--- config.mk ---
export PLATFORM = sky130hd
export DESIGN_NAME = dcm_register_bank
export DESIGN_NICKNAME = d
export VERILOG_FILES = /design/src/hw/dcm_register_bank.v /design/src/hw/dcm_chan_status.v
export VERILOG_INCLUDE_DIRS = /design/src /design/src/hw
export SDC_FILE = /design/constraint.sdc
export NUM_CORES = 2
export LEC_CHECK = 0
export BUFFER_PORTS_ARGS = -buffer_cell sky130_fd_sc_hd__buf_2
export CORE_ASPECT_RATIO = 0.8
export CORE_MARGIN = 2
export CORE_UTILIZATION = 52
export DETAILED_ROUTE_END_ITERATION = 8
export HOLD_SLACK_MARGIN = 0.08
export PLACE_DENSITY = 0.74
export REMOVE_ABC_BUFFERS = 1
export SLEW_MARGIN = 20
export SYNTH_ARGS = -nofsm -noshare
export SYNTH_HDL_FRONTEND = slang
export SYNTH_SLANG_ARGS = --single-unit
--- constraint.sdc ---
create_clock -name ref_clk -period 33.5 [get_ports ref_clk]
set_clock_uncertainty 0.2 [all_clocks]
set_input_delay 6.7 -clock ref_clk [delete_from_list [all_inputs] [get_ports ref_clk]]
set_output_delay 6.7 -clock ref_clk [all_outputs]
set_load 0.01 [all_outputs]
--- src/hw/dcm_consts.vh ---
`ifndef DCM_CONSTS_VH
`define DCM_CONSTS_VH

// Register addresses
`define DCM_GCTL_ADDR 5'h00
`define DCM_CTRL_FIRST 5'h01
`define DCM_CTRL_LAST 5'h0e
`define DCM_CTRL_COUNT 5'h0e
`define DCM_STAT_FIRST 5'h0f
`define DCM_STAT_LAST 5'h15
`define DCM_STAT_EXTRA 5'h1d

// Chip-wide control layout and reset
`define DCM_GCTL_RESET 16'h0600
`define DCM_GCTL_RW_MASK 16'h0f8f
`define DCM_GRST_BIT 15
`define DCM_BCAST_BIT 11

// Per-channel control reset values
`define DCM_CTRL1_RESET 16'h0300
`define DCM_CTRL_RESET 16'h0000

// Self-clearing pulse bit in per-channel control
`define DCM_SC_ADDR 5'h0e
`define DCM_SC_BIT 0
`define DCM_SC_MASK 16'h0001

// Per-channel status registers
`define DCM_ST_LIVE 5'h0f
`define DCM_ST_LH 5'h10
`define DCM_ST_LL 5'h11
`define DCM_ST_COR 5'h1d
`define DCM_LL_RESET 16'hffff

// Management frame
`define DCM_PREAMBLE_LEN 6'd32
`define DCM_HDR_LAST 5'd12
`define DCM_RD_BITS 5'd16
`define DCM_WR_LAST 5'd17
`define DCM_START_BIT 1'b1
`define DCM_OP_READ 2'b10
`define DCM_OP_WRITE 2'b01

`endif

--- src/hw/dcm_register_bank.v ---
// What this block does
// - A frame with phy address bit 0 low goes to channel A, high to channel B.
// - Control registers 0x01 to 0x0E exist once per channel and, with the broadcast bit clear, a write reaches only its own copy.
// - Status registers 0x0F to 0x15 and 0x1D return the status of the addressed channel.
// - Every other register is one shared copy, the same for both channels.
// - A read-write bit reads back the last value written to it.
// - A self-clearing bit turns a written 1 into one control pulse and always reads 0.
// - A read-only bit ignores writes and reads its live value.
// - A latched-high bit catches 1, holds it until read, and a read clears it.
// - A latched-low bit catches 0, holds it until read, and a read sets it.
// - A clear-on-read bit ignores writes, reads its value and then clears to 0.
// - Writing 1 to bit 15 of the chip-wide control resets both datapaths and all registers.
// - The chip-wide reset bit comes out of reset at 1 and falls back to 0 by itself one cycle later.
// - The chip-wide reset bit falls back to 0 by itself one cycle after a 1 is written.
// - With the broadcast bit set, control writes to 0x01 to 0x0E update both channels.
// - Writes to invalid or read-only registers are ignored and invalid reads return 0.
// - The block answers only when phy address bits 4:1 match the port address pins.
`include "dcm_consts.vh"
`default_nettype none

module dcm_register_bank (
  // Clock and reset
  input wire ref_clk,
  input wire reset_n,
  // Management link pins
  input wire mdc,
  input wire mdioIn,
  output reg mdioOut,
  output reg mdioOe,
  input wire [3:0] port_address_pins,
  // Per-channel status sources, channel B in the upper half
  input wire [31:0] chLive,
  input wire [31:0] chHiEvent,
  input wire [31:0] chLoCond,
  input wire [1:0] chErrEvent,
  // Control outputs
  output reg [15:0] globalCtrl,
  output wire [447:0] chanCtrl,
  output reg [1:0] self_clearing_pulse_bit,
  output reg datapathReset
);

  localparam [2:0] ST_HUNT = 3'd0;
  localparam [2:0] ST_HDR = 3'd1;
  localparam [2:0] ST_RTA = 3'd2;
  localparam [2:0] ST_RDAT = 3'd3;
  localparam [2:0] ST_WDAT = 3'd4;

  reg [1:0] rstPipe;
  reg [2:0] mdcSync;
  reg [1:0] mdioSync;
  reg [3:0] paMeta;
  reg [3:0] paSync;
  reg [2:0] state;
  reg [5:0] oneCnt;
  reg [4:0] bitCnt;
  reg [11:0] hdr;
  reg [4:0] regAddr;
  reg regCh;
  reg [15:0] shreg;
  reg rdStrobe;
  reg wrStrobe;
  reg [15:0] rdData;
  reg [15:0] ctrlMem [0:27];
  integer i;

  wire [15:0] statA;
  wire [15:0] statB;

  // Reset is released through two flops; everything else uses this copy
  always @(posedge ref_clk or negedge reset_n) begin
    if (!reset_n) begin
      rstPipe <= 2'b00;
    end else begin
      rstPipe <= {rstPipe[0], 1'b1};
    end
  end
  wire rstN = rstPipe[1];

  // Pin synchronisers; MDC gets a third stage for edge detection
  always @(posedge ref_clk or negedge rstN) begin
    if (!rstN) begin
      mdcSync <= 3'h0;
      mdioSync <= 2'h3;
      paMeta <= 4'h0;
      paSync <= 4'h0;
    end else begin
      mdcSync <= {mdcSync[1:0], mdc};
      mdioSync <= {mdioSync[0], mdioIn};
      paMeta <= port_address_pins;
      paSync <= paMeta;
    end
  end

  wire mdcRise = mdcSync[1] & ~mdcSync[2];
  wire mdioBit = mdioSync[1];

  // Header fields: start bit, opcode, phy_address_field, register address
  wire [12:0] hdrFull = {hdr, mdioBit};
  wire [1:0] hdrOp = hdrFull[11:10];
  wire [3:0] hdrPaHigh = hdrFull[9:6];
  wire hdrChan = hdrFull[5];
  wire [4:0] hdrReg = hdrFull[4:0];
  wire hdrMatch = (hdrFull[12] == `DCM_START_BIT) && (hdrPaHigh == paSync);

  // Frame sequencer; one step per rising MDC edge, data driven just after the edge
  always @(posedge ref_clk or negedge rstN) begin
    if (!rstN) begin
      state <= ST_HUNT;
      oneCnt <= 6'd0;
      bitCnt <= 5'd0;
      hdr <= 12'h000;
      regAddr <= 5'h00;
      regCh <= 1'b0;
      shreg <= 16'h0000;
      rdStrobe <= 1'b0;
      wrStrobe <= 1'b0;
      mdioOut <= 1'b0;
      mdioOe <= 1'b0;
    end else begin
      rdStrobe <= 1'b0;
      wrStrobe <= 1'b0;
      // Read data is sampled in the same cycle the status clears act
      if (rdStrobe) begin
        shreg <= rdData;
      end
      if (mdcRise) begin
        case (state)
          ST_HUNT: begin
            if (mdioBit) begin
              if (oneCnt != `DCM_PREAMBLE_LEN) begin
                oneCnt <= oneCnt + 6'd1;
              end
            end else begin
              // First start bit after a full preamble opens a frame
              if (oneCnt == `DCM_PREAMBLE_LEN) begin
                state <= ST_HDR;
                bitCnt <= 5'd0;
              end
              oneCnt <= 6'd0;
            end
          end
          ST_HDR: begin
            hdr <= hdrFull[11:0];
            bitCnt <= bitCnt + 5'd1;
            if (bitCnt == `DCM_HDR_LAST) begin
              regAddr <= hdrReg;
              regCh <= hdrChan;
              bitCnt <= 5'd0;
              if (hdrMatch && hdrOp == `DCM_OP_READ) begin
                rdStrobe <= 1'b1;
                state <= ST_RTA;
              end else if (hdrMatch && hdrOp == `DCM_OP_WRITE) begin
                state <= ST_WDAT;
              end else begin
                // Not ours: stay silent and wait for the next preamble
                state <= ST_HUNT;
              end
            end
          end
          ST_RTA: begin
            // First turnaround bit stays released; drive the 0 for the second
            mdioOe <= 1'b1;
            mdioOut <= 1'b0;
            bitCnt <= 5'd0;
            state <= ST_RDAT;
          end
          ST_RDAT: begin
            if (bitCnt == `DCM_RD_BITS) begin
              mdioOe <= 1'b0;
              mdioOut <= 1'b0;
              state <= ST_HUNT;
            end else begin
              mdioOut <= shreg[15];
              shreg <= {shreg[14:0], 1'b0};
              bitCnt <= bitCnt + 5'd1;
            end
          end
          ST_WDAT: begin
            // Two turnaround bits fall off the top of the shifter
            shreg <= {shreg[14:0], mdioBit};
            bitCnt <= bitCnt + 5'd1;
            if (bitCnt == `DCM_WR_LAST) begin
              wrStrobe <= 1'b1;
              state <= ST_HUNT;
            end
          end
          default: begin
            state <= ST_HUNT;
          end
        endcase
      end
    end
  end

  // Address decode for the latched access
  wire bcast = globalCtrl[`DCM_BCAST_BIT];
  wire inCtrl = (regAddr >= `DCM_CTRL_FIRST) && (regAddr <= `DCM_CTRL_LAST);
  wire inStat = ((regAddr >= `DCM_STAT_FIRST) && (regAddr <= `DCM_STAT_LAST)) ||
    (regAddr == `DCM_STAT_EXTRA);
  wire [4:0] ctrlIdx = (regCh ? `DCM_CTRL_COUNT : 5'd0) + regAddr - 5'd1;
  wire [4:0] peerIdx = (regCh ? 5'd0 : `DCM_CTRL_COUNT) + regAddr - 5'd1;
  wire scHit = wrStrobe && (regAddr == `DCM_SC_ADDR) && shreg[`DCM_SC_BIT];
  // The pulse bit is never stored, so it reads 0
  wire [15:0] wrWord = (regAddr == `DCM_SC_ADDR) ? (shreg & ~`DCM_SC_MASK) : shreg;

  // Register storage; the chip-wide reset bit acts as one extra reset cycle
  always @(posedge ref_clk or negedge rstN) begin
    if (!rstN) begin
      globalCtrl <= `DCM_GCTL_RESET;
      for (i = 0; i < 28; i = i + 1) begin
        ctrlMem[i] <= (i % 14 == 0) ? `DCM_CTRL1_RESET : `DCM_CTRL_RESET;
      end
      self_clearing_pulse_bit <= 2'b00;
      datapathReset <= 1'b1;
    end else if (datapathReset) begin
      // Same effect as the reset pin, except that this bit itself drops to 0
      globalCtrl <= `DCM_GCTL_RESET;
      for (i = 0; i < 28; i = i + 1) begin
        ctrlMem[i] <= (i % 14 == 0) ? `DCM_CTRL1_RESET : `DCM_CTRL_RESET;
      end
      self_clearing_pulse_bit <= 2'b00;
      datapathReset <= 1'b0;
    end else begin
      datapathReset <= wrStrobe && (regAddr == `DCM_GCTL_ADDR) && shreg[`DCM_GRST_BIT];
      self_clearing_pulse_bit <= {scHit && (regCh || bcast), scHit && (!regCh || bcast)};
      if (wrStrobe) begin
        // Status and unmapped addresses fall through untouched
        if (regAddr == `DCM_GCTL_ADDR) begin
          globalCtrl <= shreg & `DCM_GCTL_RW_MASK;
        end
        if (inCtrl) begin
          ctrlMem[ctrlIdx] <= wrWord;
          if (bcast) begin
            ctrlMem[peerIdx] <= wrWord;
          end
        end
      end
    end
  end

  // Control words out, channel A in entries 0..13, channel B in 14..27
  genvar g;
  generate
    for (g = 0; g < 28; g = g + 1) begin : gCtrlOut
      assign chanCtrl[g*16 +: 16] = ctrlMem[g];
    end
  endgenerate

  // Read mux; anything not decoded returns zero
  always @* begin
    rdData = 16'h0000;
    if (regAddr == `DCM_GCTL_ADDR) begin
      rdData = globalCtrl;
    end else if (inCtrl) begin
      rdData = ctrlMem[ctrlIdx];
    end else if (inStat) begin
      rdData = regCh ? statB : statA;
    end
  end

  // Per-channel status; only the addressed channel sees the read side effects
  dcm_chan_status uStatA (
    .clk(ref_clk),
    .rstN(rstN),
    .clr(datapathReset),
    .live(chLive[15:0]),
    .hiEvent(chHiEvent[15:0]),
    .loCond(chLoCond[15:0]),
    .errEvent(chErrEvent[0]),
    .rdStrobe(rdStrobe && inStat && !regCh),
    .rdAddr(regAddr),
    .rdData(statA)
  );

  dcm_chan_status uStatB (
    .clk(ref_clk),
    .rstN(rstN),
    .clr(datapathReset),
    .live(chLive[31:16]),
    .hiEvent(chHiEvent[31:16]),
    .loCond(chLoCond[31:16]),
    .errEvent(chErrEvent[1]),
    .rdStrobe(rdStrobe && inStat && regCh),
    .rdAddr(regAddr),
    .rdData(statB)
  );

endmodule // dcm_register_bank

`default_nettype wire

--- src/hw/dcm_chan_status.v ---
`include "dcm_consts.vh"
`default_nettype none

// Status set of one channel: live, latched-high, latched-low, clear-on-read
module dcm_chan_status (
  // Clock and reset
  input wire clk,
  input wire rstN,
  input wire clr,
  // Status sources from outside this clock domain
  input wire [15:0] live,
  input wire [15:0] hiEvent,
  input wire [15:0] loCond,
  input wire errEvent,
  // Read port
  input wire rdStrobe,
  input wire [4:0] rdAddr,
  output reg [15:0] rdData
);

  reg [15:0] liveM;
  reg [15:0] liveS;
  reg [15:0] hiM;
  reg [15:0] hiS;
  reg [15:0] loM;
  reg [15:0] loS;
  reg [2:0] errS;
  reg [15:0] latchedHigh;
  reg [15:0] latchedLow;
  reg [15:0] errCount;

  wire rdLH = rdStrobe && (rdAddr == `DCM_ST_LH);
  wire rdLL = rdStrobe && (rdAddr == `DCM_ST_LL);
  wire rdCor = rdStrobe && (rdAddr == `DCM_ST_COR);
  wire errRise = errS[1] & ~errS[2];

  // Two-flop synchronisers; only the second stage feeds logic, except errS, whose third stage feeds the edge detect
  always @(posedge clk or negedge rstN) begin
    if (!rstN) begin
      liveM <= 16'h0000;
      liveS <= 16'h0000;
      hiM <= 16'h0000;
      hiS <= 16'h0000;
      loM <= 16'h0000;
      loS <= 16'h0000;
      errS <= 3'h0;
    end else begin
      liveM <= live;
      liveS <= liveM;
      hiM <= hiEvent;
      hiS <= hiM;
      loM <= loCond;
      loS <= loM;
      errS <= {errS[1:0], errEvent};
    end
  end

  // Sticky bits; a new event in the read cycle wins over the clear
  always @(posedge clk or negedge rstN) begin
    if (!rstN) begin
      latchedHigh <= 16'h0000;
      latchedLow <= `DCM_LL_RESET;
      errCount <= 16'h0000;
    end else if (clr) begin
      latchedHigh <= 16'h0000;
      latchedLow <= `DCM_LL_RESET;
      errCount <= 16'h0000;
    end else begin
      latchedHigh <= (latchedHigh & ~{16{rdLH}}) | hiS;
      latchedLow <= (latchedLow | {16{rdLL}}) & ~loS;
      if (errRise) begin
        // Saturates so a flood of errors never wraps to a small count
        if (rdCor) begin
          errCount <= 16'h0001;
        end else if (errCount != 16'hffff) begin
          errCount <= errCount + 16'h0001;
        end
      end else if (rdCor) begin
        errCount <= 16'h0000;
      end
    end
  end

  // Read mux; unimplemented status addresses read zero
  always @* begin
    case (rdAddr)
      `DCM_ST_LIVE: rdData = liveS;
      `DCM_ST_LH: rdData = latchedHigh;
      `DCM_ST_LL: rdData = latchedLow;
      `DCM_ST_COR: rdData = errCount;
      default: rdData = 16'h0000;
    endcase
  end

endmodule // dcm_chan_status

`default_nettype wire

* After elaboration in Yosys (flattened, before gate mapping)
Cells that the tools add are included.
W data, S select, Z words.
** Cells by class
- $add $sub $neg :: 8
- Bitwise gates (word level) :: 20
- Muxes and demuxes :: 71
- Multipliers :: 0
- Equal/unequal tests :: 26
- Div/mod/pow operators :: 0
- Reductions and logical operators :: 48
- Shifts and indexed selects :: 0
- Magnitude comparators :: 8
** Operators with widths (count)
- $mux W448 :: 4
- $bwmux W448 :: 2
- $mux W16 :: 28
- $demux W16 S5 :: 2
- $pmux W16 S4 :: 2
- $bmux W16 S5 :: 1
- $and A16 B16 Y16 :: 4
- $not A16 Y16 :: 4
- $or A16 B16 Y16 :: 4
- $add A16 B1 Y16 const B :: 2
- $ne A16 B16 Y1 const B :: 2
- $pmux W16 S2 :: 1
- $eq A5 B5 Y1 const B :: 5
- $pmux W5 S5 :: 1
- $logic_and A1 B1 Y1 :: 22
- $mux W3 :: 7
- $mux W5 :: 4
- $eq A5 B4 Y1 const B :: 3
- $pmux W3 S5 :: 1
- $ge A6 B6 Y1 const B :: 2
- $lt A6 B1 Y1 const B :: 2
- $mux W6 :: 2
- $ne A2 B2 Y1 const B :: 6
- $not A5 Y6 :: 2
- 34 further kinds :: 68
** Word-level totals
- ROM bits :: 0
- Memories :: 0
- Register bits :: 828
- RAM bits :: 0
- Bits in latches :: 0
- Input bits :: 106

* Longest topological paths before layout
- Word-level depth :: 14
- Mapped depth :: 15

* By module
From an unflattened synthesis, not the netlist that was laid out.
** Unflattened totals
- Cell total of the unflattened synthesis :: 2709
- Area total of the unflattened synthesis :: 35104.9 um^2
** By module, submodules not included
- dcm_register_bank :: sequential area each 13198.9 um^2, times used 1, cells an instance 1969, area an instance 25080.3 um^2
- dcm_chan_status (uStatB) :: sequential area each 3698.5 um^2, times used 1, cells an instance 370, area an instance 5014.8 um^2
- dcm_chan_status (uStatA) :: sequential area each 3698.5 um^2, times used 1, cells an instance 370, area an instance 5009.8 um^2

* Worst setup path after synthesis
No wires, ideal clock.
- Path type :: register to output
- From :: reg globalCtrl[10]
- To :: out globalCtrl[10]
- Required time :: 26600 ps
- Path buffers :: 0
- Path slack :: 26063 ps
- Stages on the path, launching flop included :: 1
- Arrival time :: 537 ps
- Path through :: dfstp_2
** RTL lines
- start, declared :: line dcm_register_bank.v:37 : output reg [15:0] globalCtrl,
- start signal, assigned :: line dcm_register_bank.v:210 : globalCtrl <= `DCM_GCTL_RESET;
- start signal, assigned :: line dcm_register_bank.v:218 : globalCtrl <= `DCM_GCTL_RESET;
- start signal, assigned :: line dcm_register_bank.v:230 : globalCtrl <= shreg & `DCM_GCTL_RW_MASK;
No word-level cell between the ends.

* Worst setup path after layout
- From :: reg datapathReset
- To :: out datapathReset
** RTL lines
- start, declared :: line dcm_register_bank.v:40 : output reg datapathReset
- start signal, assigned :: line dcm_register_bank.v:225 : datapathReset <= wrStrobe && (regAddr == `DCM_GCTL_ADDR) && shreg[`DCM_GRST_BIT];
No word-level cell between the ends.

==> impl_metrics.json <==
{
  "period_share_pct": 26.5,
  "grt_usage_pct": 35.1,
  "antenna_found_initial": 5,
  "ys_ff_latch": 821,
  "die_w_um": 296,
  "post-cts-setup-buffer-count": 0,
  "clock_path_buffers": 3,
  "avgViaCountPerCell": 6.51,
  "hold_class": "flip-flop to flip-flop",
  "wl_per_cell_um": 29.2,
  "drv_cap": 0,
  "hold_viol": 0,
  "rows": 85,
  "synthCells": 2791,
  "cp-endpoint": "datapathReset",
  "die_h_um": 238,
  "cp_max_fo": 56,
  "pre_cts_slack_ns": 25.35,
  "design_area_um2": 41700,
  "root_buffer": "clkbuf_16",
  "status": "completed",
  "slowest_delay_ns": 1.05,
  "reg2reg_to": "chanCtrl[335]",
  "grt_pass1_vias": 26982,
  "path_buf_inv": 1,
  "max_freq_ghz": 0.113,
  "core_area_um2": 67300,
  "cp_data_required_time_ns": 26.60,
  "yosys_warnings": 0,
  "worst-r2r-setup-slack_ns": 27.04,
  "rr_worst_depth": 13,
  "rsz0062_at_grt": "no",
  "pin_count": 575,
  "post-route-util_pct": 61.9,
  "fin_crit_ns": 8.86,
  "ys_seq_area_share_pct": 58.1,
  "dpl_cell_area_um2": 38800,
  "avgSynthCellArea_um2": 12.7,
  "tightest_slew_ns": 1.24,
  "ant_nets": 0,
  "grt_max_degree": 199,
  "relSlewSlack_pct": 17.3,
  "cp.arrival_ns": 1.96,
  "hold_start": "uStatB.liveM[5]",
  "worst_setup_path_startpoint": "datapathReset",
  "synth_ff_type": "dfrtp_1",
  "area_delta_synth_final_pct": 17.6,
  "synth-edff-count": 0,
  "drive_gt1_share_pct": 30.6,
  "clock-sinks": 821,
  "finalSetupViolCount": 0,
  "vias": 27625,
  "seq_area_um2": 20600,
  "drc": 0,
  "tns_ns": 0,
  "worst-path-stages": 1,
  "synth_top_area_share_pct": 55.1,
  "port_buffers": 567,
  "place_hpwl_mm": 87.1,
  "grt_pass1_wl_mm": 182,
  "worstSkewPairLatency_ns": 0.67,
  "fin_cells": 4242,
  "powerDensity_nw_per_um2": 48.4,
  "dpl.cell_count": 4092,
  "holdWs_ns": 0.145,
  "crit_slowest_cell": "dfstp_4",
  "cts_buffers": 79,
  "first_iter_violations": 3290,
  "endpoint_kind": "output pin",
  "ys_top_cells_by_count": "780 x dfrtp_1, 242 x o22a_1, 200 x nor2_1, 117 x mux4_2, 111 x clkbuf_1",
  "post_cts_resized": 0,
  "p_leak_nw": 19.8,
  "overflow": 0,
  "cts_tree": "done",
  "gp_congestion": 0.952,
  "max-vdd-ir-drop_v": 0.0000404,
  "crit_path_start_kind": "flip-flop",
  "initial_core_util_pct": 52.6,
  "synthArstFlopShare_pct": 100,
  "fillers": 5220,
  "cts_hold_buffers": 0,
  "worstPathCellList": "buf_2",
  "cpLargestDelayFamily": "flip-flops",
  "ys_types": 95,
  "setup_ws_ns": 24.64,
  "synth_top_area_cell": "dfrtp_1",
  "yosys.cell_count.top_type": "dfrtp_1",
  "finalNetCount": 3390,
  "crit_type": "flip-flop to output pin",
  "drt_pass1_iterations": 6,
  "p_total_mw": 2.02,
  "multi_input_area_um2": 13700,
  "drv_slew": 0,
  "routed_wl_mm": 124,
  "crit-reg2reg-launch": "regCh",
  "synth_area_leaders": "dfrtp_1 55%, mux4_2 7.4%, o22a_1 6.0%, dfstp_2 3.0%, a2bb2oi_1 2.5%",
  "ctsHtreeMaxLevel": 3,
  "die_area_um2": 70300,
  "cts.clk_slew.worst_paths_ns": 0.07,
  "syn_area_um2": 35400
}
## final cells by class
| class | instances | share of cell area [%] |
|---|---|---|
| clock buffers | 99 | 5.14 |
| diodes | 6 | 0.0360 |
| flip-flops and latches | 821 | 49.4 |
| well taps | 913 | 2.74 |
| clock inverters | 44 | 1.53 |
| multi-input cells | 1709 | 33.0 |
| repair buffers | 613 | 7.79 |
| inverters | 37 | 0.333 |
## layout by cell type, fill, tap and decap left out, types with 22 or more instances in the layout
cell type	count
nor2_1	183
nand2b_1	79
dfrtp_1	778
nand4_1	22
mux2i_1	66
buf_2	567
o21bai_1	33
a21oi_1	92
a2bb2oi_1	103
nor2b_1	29
a22o_1	27
o21ai_0	83
inv_1	35
o22a_1	242
mux4_2	117
nand3_1	79
buf_4	40
a22oi_1	29
nand2_1	99
nor2_2	23
dfstp_2	40
clkbuf_16	79
## how the worst min path moves through the flow
stage                  endpoint  cells past startpoint
2_1_floorplan        mdcSync[1]                      0
3_3_place_gp    uStatA.liveS[9]                      0
3_5_place_dp    uStatA.liveS[2]                      0
4_1_cts         uStatB.liveS[5]                      0
5_1_grt        uStatB.liveS[12]                      0
6_report        uStatB.liveS[5]                      0
## routing by layer
metal | vias up | part of all wire (%) | GRT usage (%) | wire, µm
met3 | 331 | 11 | 9.81 | 13400
li1 | 11335 | - | - | -
met4 | 4 | 5.7 | 17.9 | 7040
met2 | 1723 | 45 | 51.3 | 55600
met5 | - | 0.046 | 0 | 57
met1 | 14232 | 39 | 48.4 | 47700
## registers in the layout (all words and copies together) (netlist names), 16 cells and up
register            count
uStatA.hiM             16
uStatB.hiM             16
chanCtrl              448
uStatA.loM             16
uStatB.latchedHigh     16
uStatB.hiS             16
uStatA.liveS           16
uStatB.latchedLow      16
uStatB.liveM           16
uStatB.liveS           16
shreg                  16
uStatB.loS             16
uStatB.loM             16
uStatA.hiS             16
uStatA.latchedLow      16
uStatA.errCount        16
uStatA.latchedHigh     16
uStatA.loS             16
uStatA.liveM           16
uStatB.errCount        16
## logic make-up after synthesis
group	Yosys count	share of synthesized area [%]
adders and majority gates	23	0.854
xor gates and xnor gates	43	1.13
and+or+nand+nor	669	9.77
other	2	0.0212
DFF	821	58.1
AOI/OAI and AO/OA	762	16.6
buffers and inverters	267	3.51
muxes	204	9.97
## power breakdown
part	leakage, nW	internal [mW]	switching (mW)	total [mW]
sequential	10.7	1.01	0.0145	1.02
clock	1.35	0.547	0.410	0.957
combinational	7.76	0.0105	0.0263	0.0368
(Power assumes the default switching activity.)
